`config.mk`:
```
export PLATFORM = sky130hd
export DESIGN_NAME = psm_mult
export DESIGN_NICKNAME = d
export VERILOG_FILES = /design/src/psm_pkg.sv /design/src/psm_mult.sv /design/src/psm_stage.sv
export VERILOG_INCLUDE_DIRS = /design/src /design/src/src
export SDC_FILE = /design/constraint.sdc
export NUM_CORES = 1
export LEC_CHECK = 0
export BUFFER_PORTS_ARGS = -buffer_cell sky130_fd_sc_hd__buf_4
export CORE_ASPECT_RATIO = 0.8
export CORE_MARGIN = 10
export CORE_UTILIZATION = 45
export DETAILED_ROUTE_END_ITERATION = 16
export GPL_ROUTABILITY_DRIVEN = 0
export SLEW_MARGIN = 25
export SYNTH_ARGS = -nofsm -noshare
export SYNTH_HDL_FRONTEND = slang
export SYNTH_HIERARCHICAL = 1
export SYNTH_SLANG_ARGS = --single-unit
```
`constraint.sdc`:
```
create_clock -name ref_clk_in -period 8.8 [get_ports ref_clk_in]
set_clock_uncertainty 0.15 [all_clocks]
set_input_delay 0.44 -clock ref_clk_in [delete_from_list [all_inputs] [get_ports ref_clk_in]]
set_output_delay 0.44 -clock ref_clk_in [all_outputs]
set_load 0.1 [all_outputs]
```
`src/psm_consts.svh`:
```
// constants of the pipelined signed multiplier: widths, register offsets,
// field positions and reset values; included by the package and psm_mult
`ifndef PSM_CONSTS_SVH
`define PSM_CONSTS_SVH

// operand and product widths
`define PSM_OPERAND_W      18
`define PSM_PRODUCT_W      36
// product bits above the low data word
`define PSM_PRODUCT_HI_W   4

// apb address width and register byte offsets
`define PSM_APB_AW         12
`define PSM_CTRL_OFS       12'h000
`define PSM_STATUS_OFS     12'h004
`define PSM_PROD_LO_OFS    12'h008
`define PSM_PROD_HI_OFS    12'h00c
`define PSM_CHAIN_OFS      12'h010

// control register fields
`define PSM_CTRL_RAM_WIDE_BIT  0
`define PSM_CTRL_RESET         1'h0

// status register fields
`define PSM_STAT_RAM_WIDE_BIT  0
`define PSM_STAT_FIRST_REG_BIT 1
`define PSM_STAT_SECOND_REG_BIT 2
`define PSM_STAT_PROD_REG_BIT  3
`define PSM_STAT_CHAINED_BIT   4

// reset values of the datapath registers and the bus answer
`define PSM_OPERAND_RESET  18'h00000
`define PSM_PRODUCT_RESET  36'h000000000
`define PSM_RDATA_RESET    32'h00000000

`endif

```
`src/psm_pkg.sv`:
```
// types shared by the multiplier modules
// assumes psm_consts.svh sits on the include path
`include "psm_consts.svh"

package psm_pkg;

   // two's complement operand and product
   typedef logic signed [`PSM_OPERAND_W-1:0] psm_operand_t;
   typedef logic signed [`PSM_PRODUCT_W-1:0] psm_product_t;

   // apb address and data
   typedef logic [`PSM_APB_AW-1:0] psm_addr_t;
   typedef logic [31:0]            psm_data_t;

   // where the second operand comes from
   typedef enum logic {
      PSM_SRC_DIRECT,
      PSM_SRC_CHAINED
   } psm_src_t;

   // register selected by an apb address
   typedef enum logic [2:0] {
      PSM_REG_CTRL,
      PSM_REG_STATUS,
      PSM_REG_PROD_LO,
      PSM_REG_PROD_HI,
      PSM_REG_CHAIN,
      PSM_REG_NONE
   } psm_reg_t;

endpackage

```
`src/psm_mult.sv`:
```
// 18 by 18 signed multiplier slice with optional operand and product
// registers, a chained second-operand path and a small apb status port.
// assumes fabric logic on ref_clk_in drives the operand and control pins
// and consumes the product; the neighbouring ram reports its wide mode
// through the control register.
//
// Behaviour
// - first operand 18-bit signed, may pass combinationally
// - direct source takes second operand pin
// - chained source takes neighbour's chained operand
// - output 36-bit signed product of operands
// - no registers means product is combinational
// - product register updates on edge, enable, clear
// - both operand registers give edge-only product changes
// - one operand register gives mixed timing
// - chain output carries applied second operand
// - second operand register drives chain output
// - first register loads when enabled, not cleared
// - first clear zeroes register, beats enable
// - second register loads when enabled, not cleared
// - second clear zeroes register, beats enable
// - product register captures when enabled, not cleared
// - product clear zeroes register, beats enable
// - clock, enables, clears have polarity options
// - ram wide mode makes multiplier unavailable
`timescale 1ns/1ns
`default_nettype none

`include "psm_consts.svh"

module psm_mult
#(
   parameter bit               FIRST_REG_PRESENT  = 1'b1,
   parameter bit               SECOND_REG_PRESENT = 1'b1,
   parameter bit               PRODUCT_REG_PRESENT = 1'b1,
   parameter psm_pkg::psm_src_t SOURCE_SEL        = psm_pkg::PSM_SRC_DIRECT,
   parameter bit               INV_CLK            = 1'b0,
   parameter bit               INV_FIRST_ENABLE   = 1'b0,
   parameter bit               INV_FIRST_CLEAR    = 1'b0,
   parameter bit               INV_SECOND_ENABLE  = 1'b0,
   parameter bit               INV_SECOND_CLEAR   = 1'b0,
   parameter bit               INV_PRODUCT_ENABLE = 1'b0,
   parameter bit               INV_PRODUCT_CLEAR  = 1'b0
)
(
   input  wire logic                 ref_clk_in,                 // 50 MHz clock
   input  wire logic                 rst_in,                     // async reset
   input  wire psm_pkg::psm_operand_t first_operand_in,          // operand a
   input  wire psm_pkg::psm_operand_t second_operand_in,         // direct b
   input  wire psm_pkg::psm_operand_t chain_operand_in,          // chained b
   input  wire logic                 first_operand_enable_in,    // a enable
   input  wire logic                 first_operand_sync_clear_in, // a clear
   input  wire logic                 second_operand_enable_in,   // b enable
   input  wire logic                 second_operand_sync_clear_in, // b clear
   input  wire logic                 product_enable_in,          // p enable
   input  wire logic                 product_sync_clear_in,      // p clear
   output psm_pkg::psm_product_t     product_out,                // product
   output psm_pkg::psm_operand_t     chain_operand_out,          // applied b
   input  wire logic                 psel_in,                    // apb select
   input  wire logic                 penable_in,                 // apb enable
   input  wire logic                 pwrite_in,                  // apb write
   input  wire psm_pkg::psm_addr_t   paddr_in,                   // apb address
   input  wire psm_pkg::psm_data_t   pwdata_in,                  // apb wdata
   output logic                      pready_out,                 // apb ready
   output psm_pkg::psm_data_t        prdata_out,                 // apb rdata
   output logic                      pslverr_out                 // apb error
);

   import psm_pkg::*;

   // datapath signals
   psm_operand_t second_selected;   // second operand after the source mux
   psm_operand_t first_applied;     // first operand after its stage
   psm_operand_t second_applied;    // second operand after its stage
   psm_product_t raw_product;       // multiplier array output
   psm_product_t product_stage;     // product after its stage

   // register file state
   logic         ram_wide;          // neighbouring ram in 512 x 36 mode
   logic         next_ram_wide;
   logic         pready;            // access phase answer
   logic         next_pready;
   psm_data_t    prdata;            // captured read data
   psm_data_t    next_prdata;
   logic         pslverr;           // unmapped address answer
   logic         next_pslverr;

   // bus helpers
   psm_reg_t     sel_reg;           // register that paddr_in names
   logic         access_done;       // write or read completes this edge

   // map an address onto a register; shared by the write and read paths
   function automatic psm_reg_t psm_decode(input psm_addr_t addr);
      psm_reg_t r;
      r = PSM_REG_NONE;
      if (addr == `PSM_CTRL_OFS)
         r = PSM_REG_CTRL;
      else if (addr == `PSM_STATUS_OFS)
         r = PSM_REG_STATUS;
      else if (addr == `PSM_PROD_LO_OFS)
         r = PSM_REG_PROD_LO;
      else if (addr == `PSM_PROD_HI_OFS)
         r = PSM_REG_PROD_HI;
      else if (addr == `PSM_CHAIN_OFS)
         r = PSM_REG_CHAIN;
      return r;
   endfunction

   // second operand source is fixed at build time; no run-time select
   // exists, so a chain can never be re-steered while data is in flight
   always_comb
   begin
      if (SOURCE_SEL == PSM_SRC_CHAINED)
      begin
         second_selected = chain_operand_in;
      end
      else
      begin
         second_selected = second_operand_in;
      end
   end

   // first operand stage; a wire when the register is left out
   psm_stage
   #(
      .W       (`PSM_OPERAND_W),
      .PRESENT (FIRST_REG_PRESENT),
      .INV_CLK (INV_CLK),
      .INV_CE  (INV_FIRST_ENABLE),
      .INV_CLR (INV_FIRST_CLEAR)
   )
   u_first_stage
   (
      .clk_in        (ref_clk_in),
      .rst_in        (rst_in),
      .d_in          (first_operand_in),
      .enable_in     (first_operand_enable_in),
      .sync_clear_in (first_operand_sync_clear_in),
      .q_out         (first_applied)
   );

   // second operand stage; its output is also the chain output
   psm_stage
   #(
      .W       (`PSM_OPERAND_W),
      .PRESENT (SECOND_REG_PRESENT),
      .INV_CLK (INV_CLK),
      .INV_CE  (INV_SECOND_ENABLE),
      .INV_CLR (INV_SECOND_CLEAR)
   )
   u_second_stage
   (
      .clk_in        (ref_clk_in),
      .rst_in        (rst_in),
      .d_in          (second_selected),
      .enable_in     (second_operand_enable_in),
      .sync_clear_in (second_operand_sync_clear_in),
      .q_out         (second_applied)
   );

   // the array itself; with either operand unregistered this follows
   // that pin at once, so product timing mixes edge and pin changes.
   // in ram wide mode the array shares its upper operand routing with
   // the ram data inputs and is unusable, so it yields zero instead.
   always_comb
   begin
      if (ram_wide)
      begin
         raw_product = `PSM_PRODUCT_RESET;
      end
      else
      begin
         // widen both operands first so the signed product keeps all 36 bits
         raw_product = psm_product_t'(first_applied)
                     * psm_product_t'(second_applied);
      end
   end

   // product stage; a wire when the register is left out
   psm_stage
   #(
      .W       (`PSM_PRODUCT_W),
      .PRESENT (PRODUCT_REG_PRESENT),
      .INV_CLK (INV_CLK),
      .INV_CE  (INV_PRODUCT_ENABLE),
      .INV_CLR (INV_PRODUCT_CLEAR)
   )
   u_product_stage
   (
      .clk_in        (ref_clk_in),
      .rst_in        (rst_in),
      .d_in          (raw_product),
      .enable_in     (product_enable_in),
      .sync_clear_in (product_sync_clear_in),
      .q_out         (product_stage)
   );

   // outputs: the product and chain paths must stay combinational when
   // their registers are absent, so they cannot all come from flops here
   assign product_out       = product_stage;
   assign chain_operand_out = second_applied;

   // bus decode; one wait state, answer on the second access cycle
   assign sel_reg     = psm_decode(paddr_in);
   assign access_done = psel_in & penable_in & pready;

   // next values of the apb answer and the control register
   always_comb
   begin
      next_ram_wide = ram_wide;
      next_pready   = 1'b0;
      next_prdata   = prdata;
      next_pslverr  = 1'b0;
      // raise ready one cycle into the access phase, drop it after
      if (psel_in && penable_in && !pready)
      begin
         next_pready  = 1'b1;
         next_pslverr = (sel_reg == PSM_REG_NONE);
         // capture read data together with ready so it stands with it
         if (!pwrite_in)
         begin
            next_prdata = `PSM_RDATA_RESET;
            case (sel_reg)
               PSM_REG_CTRL:
               begin
                  next_prdata[`PSM_CTRL_RAM_WIDE_BIT] = ram_wide;
               end
               PSM_REG_STATUS:
               begin
                  next_prdata[`PSM_STAT_RAM_WIDE_BIT]   = ram_wide;
                  next_prdata[`PSM_STAT_FIRST_REG_BIT]  = FIRST_REG_PRESENT;
                  next_prdata[`PSM_STAT_SECOND_REG_BIT] = SECOND_REG_PRESENT;
                  next_prdata[`PSM_STAT_PROD_REG_BIT]   = PRODUCT_REG_PRESENT;
                  next_prdata[`PSM_STAT_CHAINED_BIT]    =
                     (SOURCE_SEL == PSM_SRC_CHAINED);
               end
               PSM_REG_PROD_LO:
               begin
                  next_prdata = product_stage[31:0];
               end
               PSM_REG_PROD_HI:
               begin
                  next_prdata[`PSM_PRODUCT_HI_W-1:0] =
                     product_stage[`PSM_PRODUCT_W-1:32];
               end
               PSM_REG_CHAIN:
               begin
                  next_prdata[`PSM_OPERAND_W-1:0] = second_applied;
               end
               default:
               begin
                  next_prdata = `PSM_RDATA_RESET;  // unmapped reads zero
               end
            endcase
         end
      end
      // writes take effect only at the completing edge
      if (access_done && pwrite_in && (sel_reg == PSM_REG_CTRL))
      begin
         next_ram_wide = pwdata_in[`PSM_CTRL_RAM_WIDE_BIT];
      end
   end

   // register the bus answer and control bit
   always_ff @(posedge ref_clk_in or posedge rst_in)
   begin
      if (rst_in)
      begin
         ram_wide <= `PSM_CTRL_RESET;
         pready   <= 1'b0;
         prdata   <= `PSM_RDATA_RESET;
         pslverr  <= 1'b0;
      end
      else
      begin
         ram_wide <= next_ram_wide;
         pready   <= next_pready;
         prdata   <= next_prdata;
         pslverr  <= next_pslverr;
      end
   end

   // bus outputs straight from their flops
   assign pready_out  = pready;
   assign prdata_out  = prdata;
   assign pslverr_out = pslverr;

endmodule

`default_nettype wire

```
`src/psm_stage.sv`:
```
// one optional pipeline register with clock enable and synchronous clear
// assumes a single clock; when absent the stage is a plain wire
`timescale 1ns/1ns
`default_nettype none

module psm_stage
#(
   parameter int W       = 18,
   parameter bit PRESENT = 1'b1,
   parameter bit INV_CLK = 1'b0,
   parameter bit INV_CE  = 1'b0,
   parameter bit INV_CLR = 1'b0
)
(
   input  wire logic         clk_in,        // shared clock
   input  wire logic         rst_in,        // asynchronous reset, active high
   input  wire logic [W-1:0] d_in,          // value to capture
   input  wire logic         enable_in,     // clock enable, raw pin polarity
   input  wire logic         sync_clear_in, // synchronous clear, raw pin polarity
   output logic      [W-1:0] q_out          // registered or passed value
);

   logic         enable;       // enable after the polarity option
   logic         sync_clear;   // clear after the polarity option
   logic [W-1:0] held;         // register contents
   logic [W-1:0] next_held;    // value for the next edge

   // enable and clear polarity options are folded in once, here
   assign enable     = enable_in ^ INV_CE;
   assign sync_clear = sync_clear_in ^ INV_CLR;

   // clear wins over enable; otherwise load only while enabled
   always_comb
   begin
      next_held = held;
      if (sync_clear)
      begin
         next_held = '0;
      end
      else if (enable)
      begin
         next_held = d_in;
      end
   end

   generate
      if (!PRESENT)
      begin : g_wire
         // no register: downstream sees the input at once
         assign held  = '0;
         assign q_out = d_in;
      end
      else if (INV_CLK)
      begin : g_fall
         // inverted clock option: capture on the falling edge
         always_ff @(negedge clk_in or posedge rst_in)
         begin
            if (rst_in)
               held <= '0;
            else
               held <= next_held;
         end
         assign q_out = held;
      end
      else
      begin : g_rise
         // normal polarity: capture on the rising edge
         always_ff @(posedge clk_in or posedge rst_in)
         begin
            if (rst_in)
               held <= '0;
            else
               held <= next_held;
         end
         assign q_out = held;
      end
   endgenerate

endmodule

`default_nettype wire

```
==> impl_metrics.yaml <==
worst_setup_path:
  r2r_slack_ns: 1.44
  start_kind: "flop"
  ff2ff_path_depth: 25
  max_stage_delay_ns: 0.84
  cp_data_arrival_time_ns: 7.45
  crit_top_cell: "inv_1"
  worstPathMaxFanout: 19
  cp-end-kind: "flop"
  required_ns: 8.89
  rr_startpoint: "u_first_stage/q_out[17]"
  cp_slowest_cell: "dfrtp_1"
  r2r-end: "u_product_stage/q_out[34]"
  path_class: "flop to flop"
clocking:
  cts.path.max_buffers: 2
  post_cts_resized: 0
  clk_pin_slew_ns: 0.08
  root_buffer: "clkbuf_16"
  clk_latency_ns: 0.37
  cts.sinks: 107
  postCtsSetupBuffers: 0
  htreeDepth: 3
  numCtsBuffers: 9
  cts_hold_buf: 0
  cts_tree: "done"
global_route:
  grt_pass1_wl_um: 77000
  track_usage: 0.215
  grt_antenna_before_repair: 3
  grt-ovfl-total: 0
  grt_pass1_vias: 13337
  grt_max_degree: 43
yosys:
  syn-instance-count: 1780
  synthArstFlopShare: 1.00
  ys_ff_latch: 107
  syn_nets: 2311
  synth-main-ff-cell: "dfrtp_1"
  syn_area_sq_um: 16900
  syn_area_per_cell_sq_um: 9.50
  ys_seq_area_frac: 0.158
  ys_warn_count: 6
  synth_cell_types: 74
  synth_edf_count: 0
power:
  ir_worst_vdd_mv: 0.156
  p_leak_nw: 9.98
  power_density_nw_per_um2: 136
floorplan:
  num_rows: 63
  die_y_um: 193
  fp.coreArea_sq_um: 37000
  die_w_um: 237
  dieArea_sq_um: 45800
  start_util: 0.456
  io_pins: 197
routing:
  topRoutingLayerUsed: "met4"
  viasPerCell: 5.20
  drtAntennaViolNets: 0
  post_drt_wl_per_cell_um: 20.2
  via_count: 12416
  wl_met3_um: 2480
  routed_wl_um: 48200
  drtIter0Drc: 772
  drc_errors: 0
  drt-pass1-iter-count: 5
  wl_met2_um: 23000
  wl_met1_um: 21900
timing:
  fmax_mhz: 136
  hold_viol: 0
  drv_slew: 0
  final.period_utilization: 0.837
  rsz0062_at_grt: "false"
  worst_pin_slew_ns: 1.15
  fin_setup_tns_ns: 0
  setup_viol: 0
  post-route-min-period_ns: 7.36
  timing.slew.headroom: 0.233
placed_design:
  dpl.hpwl_um: 38800
  portBuffers: 147
  place_area_sq_um: 18500
cells_and_area:
  finalNetCount: 2426
  post-route-util: 0.507
  layout_commonest_cell: "inv_1"
  final_cell_mix: "inv_1 (366), fa_1 (329), nand2_1 (193), buf_4 (181), and2_1 (163)"
  drive_above_1_share: 0.116
  stdcell_area_sq_um: 18800
  syn_to_final_growth_pct: 11.1
run_status:
  status: "finished clean"
hold_path:
  worstHoldPathType: "primary input to async pin"
run:
  cap_viol_max_count: 0
[logic make-up (layout without fill, tap and decap cells)]
group / count (synthesis) / after routing / synth area share
xor+xnor: 31 / 31 / 0.0161
flops: 107 / 107 / 0.158
fa+ha+maj: 422 / 422 / 0.458
mux: 76 / 76 / 0.0454
other cells: 0 / 1 / 0
simple gates: 579 / 579 / 0.167
buf+inv: 443 / 563 / 0.106
compound gates: 122 / 122 / 0.0496
[area by class of cell]
type	count	area (sq um)
clock inverters	7	83.8
well taps	487	609
diodes	1	2.50
inverters	366	1370
multi-input cells	1230	12500
repair buffers	181	1360
clock buffers	9	225
flip-flops and latches	107	2680
fillers	3552	18300
[worst max-delay path: cells and delay by family (launching register included)]
kind / cells / cell delay (ns)
AO/OA/AOI/OAI: 6 / 1.07
adder cells (fa/ha/maj): 7 / 3.38
buffers and inverters: 7 / 1.00
flip-flops: 1 / 0.84
multiplexers: 2 / 0.44
AND/OR/NAND/NOR: 3 / 0.33
[sequential cells by signal, summed over array words and instances, names as in the netlist]
signal,count
prdata_out,32
pready_out,1
pslverr_out,1
ram_wide,1
u_first_stage/q_out,18
u_product_stage/q_out,36
u_second_stage/q_out,18
[worst max path at each step]
stage / from / to / slack, ns / cells past startpoint
after detailed placement: u_first_stage/q_out[17] / u_product_stage/q_out[34] / 1.48 / 24
after CTS: u_first_stage/q_out[17] / u_product_stage/q_out[34] / 1.45 / 24
after floorplan: u_second_stage/q_out[9] / u_product_stage/q_out[34] / 1.64 / 23
final: u_first_stage/q_out[17] / u_product_stage/q_out[34] / 1.44 / 25
after global routing: u_first_stage/q_out[17] / u_product_stage/q_out[34] / 0.89 / 25
after global placement: u_first_stage/q_out[17] / u_product_stage/q_out[35] / 1.51 / 23
[stage by stage]
step	hold slack, ns	power, mW	worst slack [ns]	std cells
2_1_floorplan	0.229	1.73	1.64	1780
3_3_place_gp	0.313	2.12	1.51	2371
3_5_place_dp	0.322	2.14	1.48	2371
4_1_cts	0.0551	2.58	1.45	2387
5_1_grt	0.0976	2.74	0.895	2388
6_report	0.0565	2.56	1.44	2388
[where the power goes]
part | switching, mW | total [mW] | internal (mW)
sequential | 0.0971 | 0.643 | 0.546
clock | 0.210 | 0.436 | 0.227
combinational | 0.995 | 1.48 | 0.483
total | 1.30 | 2.56 | 1.26
[Yosys cell counts, types with 3 or more instances]
| master | instances | area share |
|---|---|---|
| buf_12 | 5 | 0.0059 |
| ha_1 | 93 | 0.069 |
| buf_6 | 4 | 0.0027 |
| nand3_1 | 7 | 0.0021 |
| mux2i_1 | 74 | 0.044 |
| nor2b_1 | 10 | 0.0037 |
| nor4_1 | 3 | 0.0011 |
| dfrtp_1 | 107 | 0.16 |
| or3_1 | 5 | 0.0018 |
| clkbuf_1 | 56 | 0.012 |
| a31oi_1 | 4 | 0.0015 |
| a221oi_1 | 15 | 0.0078 |
| a21o_1 | 10 | 0.0044 |
| xor2_1 | 14 | 0.0073 |
| nor2_1 | 149 | 0.033 |
| a22oi_1 | 3 | 0.0013 |
| nand2_1 | 193 | 0.043 |
| nor3_1 | 7 | 0.0021 |
| fa_1 | 329 | 0.39 |
| inv_1 | 366 | 0.081 |
| and3b_1 | 4 | 0.0021 |
| a22o_1 | 3 | 0.0016 |
| buf_1 | 4 | 0.00089 |
| buf_2 | 5 | 0.0015 |
| xnor2_1 | 17 | 0.0088 |
| o21ai_0 | 34 | 0.010 |
| nand2b_1 | 13 | 0.0048 |
| a21oi_1 | 26 | 0.0077 |
| and2_1 | 163 | 0.060 |
| or2_2 | 3 | 0.0011 |
[per-layer routing]
layer  up-vias  GRT usage
met5         -          0
met2       319      0.344
met3        46     0.0292
met4         0     0.0481
met1      6465      0.303
li1       5586          -
Note: power is estimated with default switching activity, not from simulation.
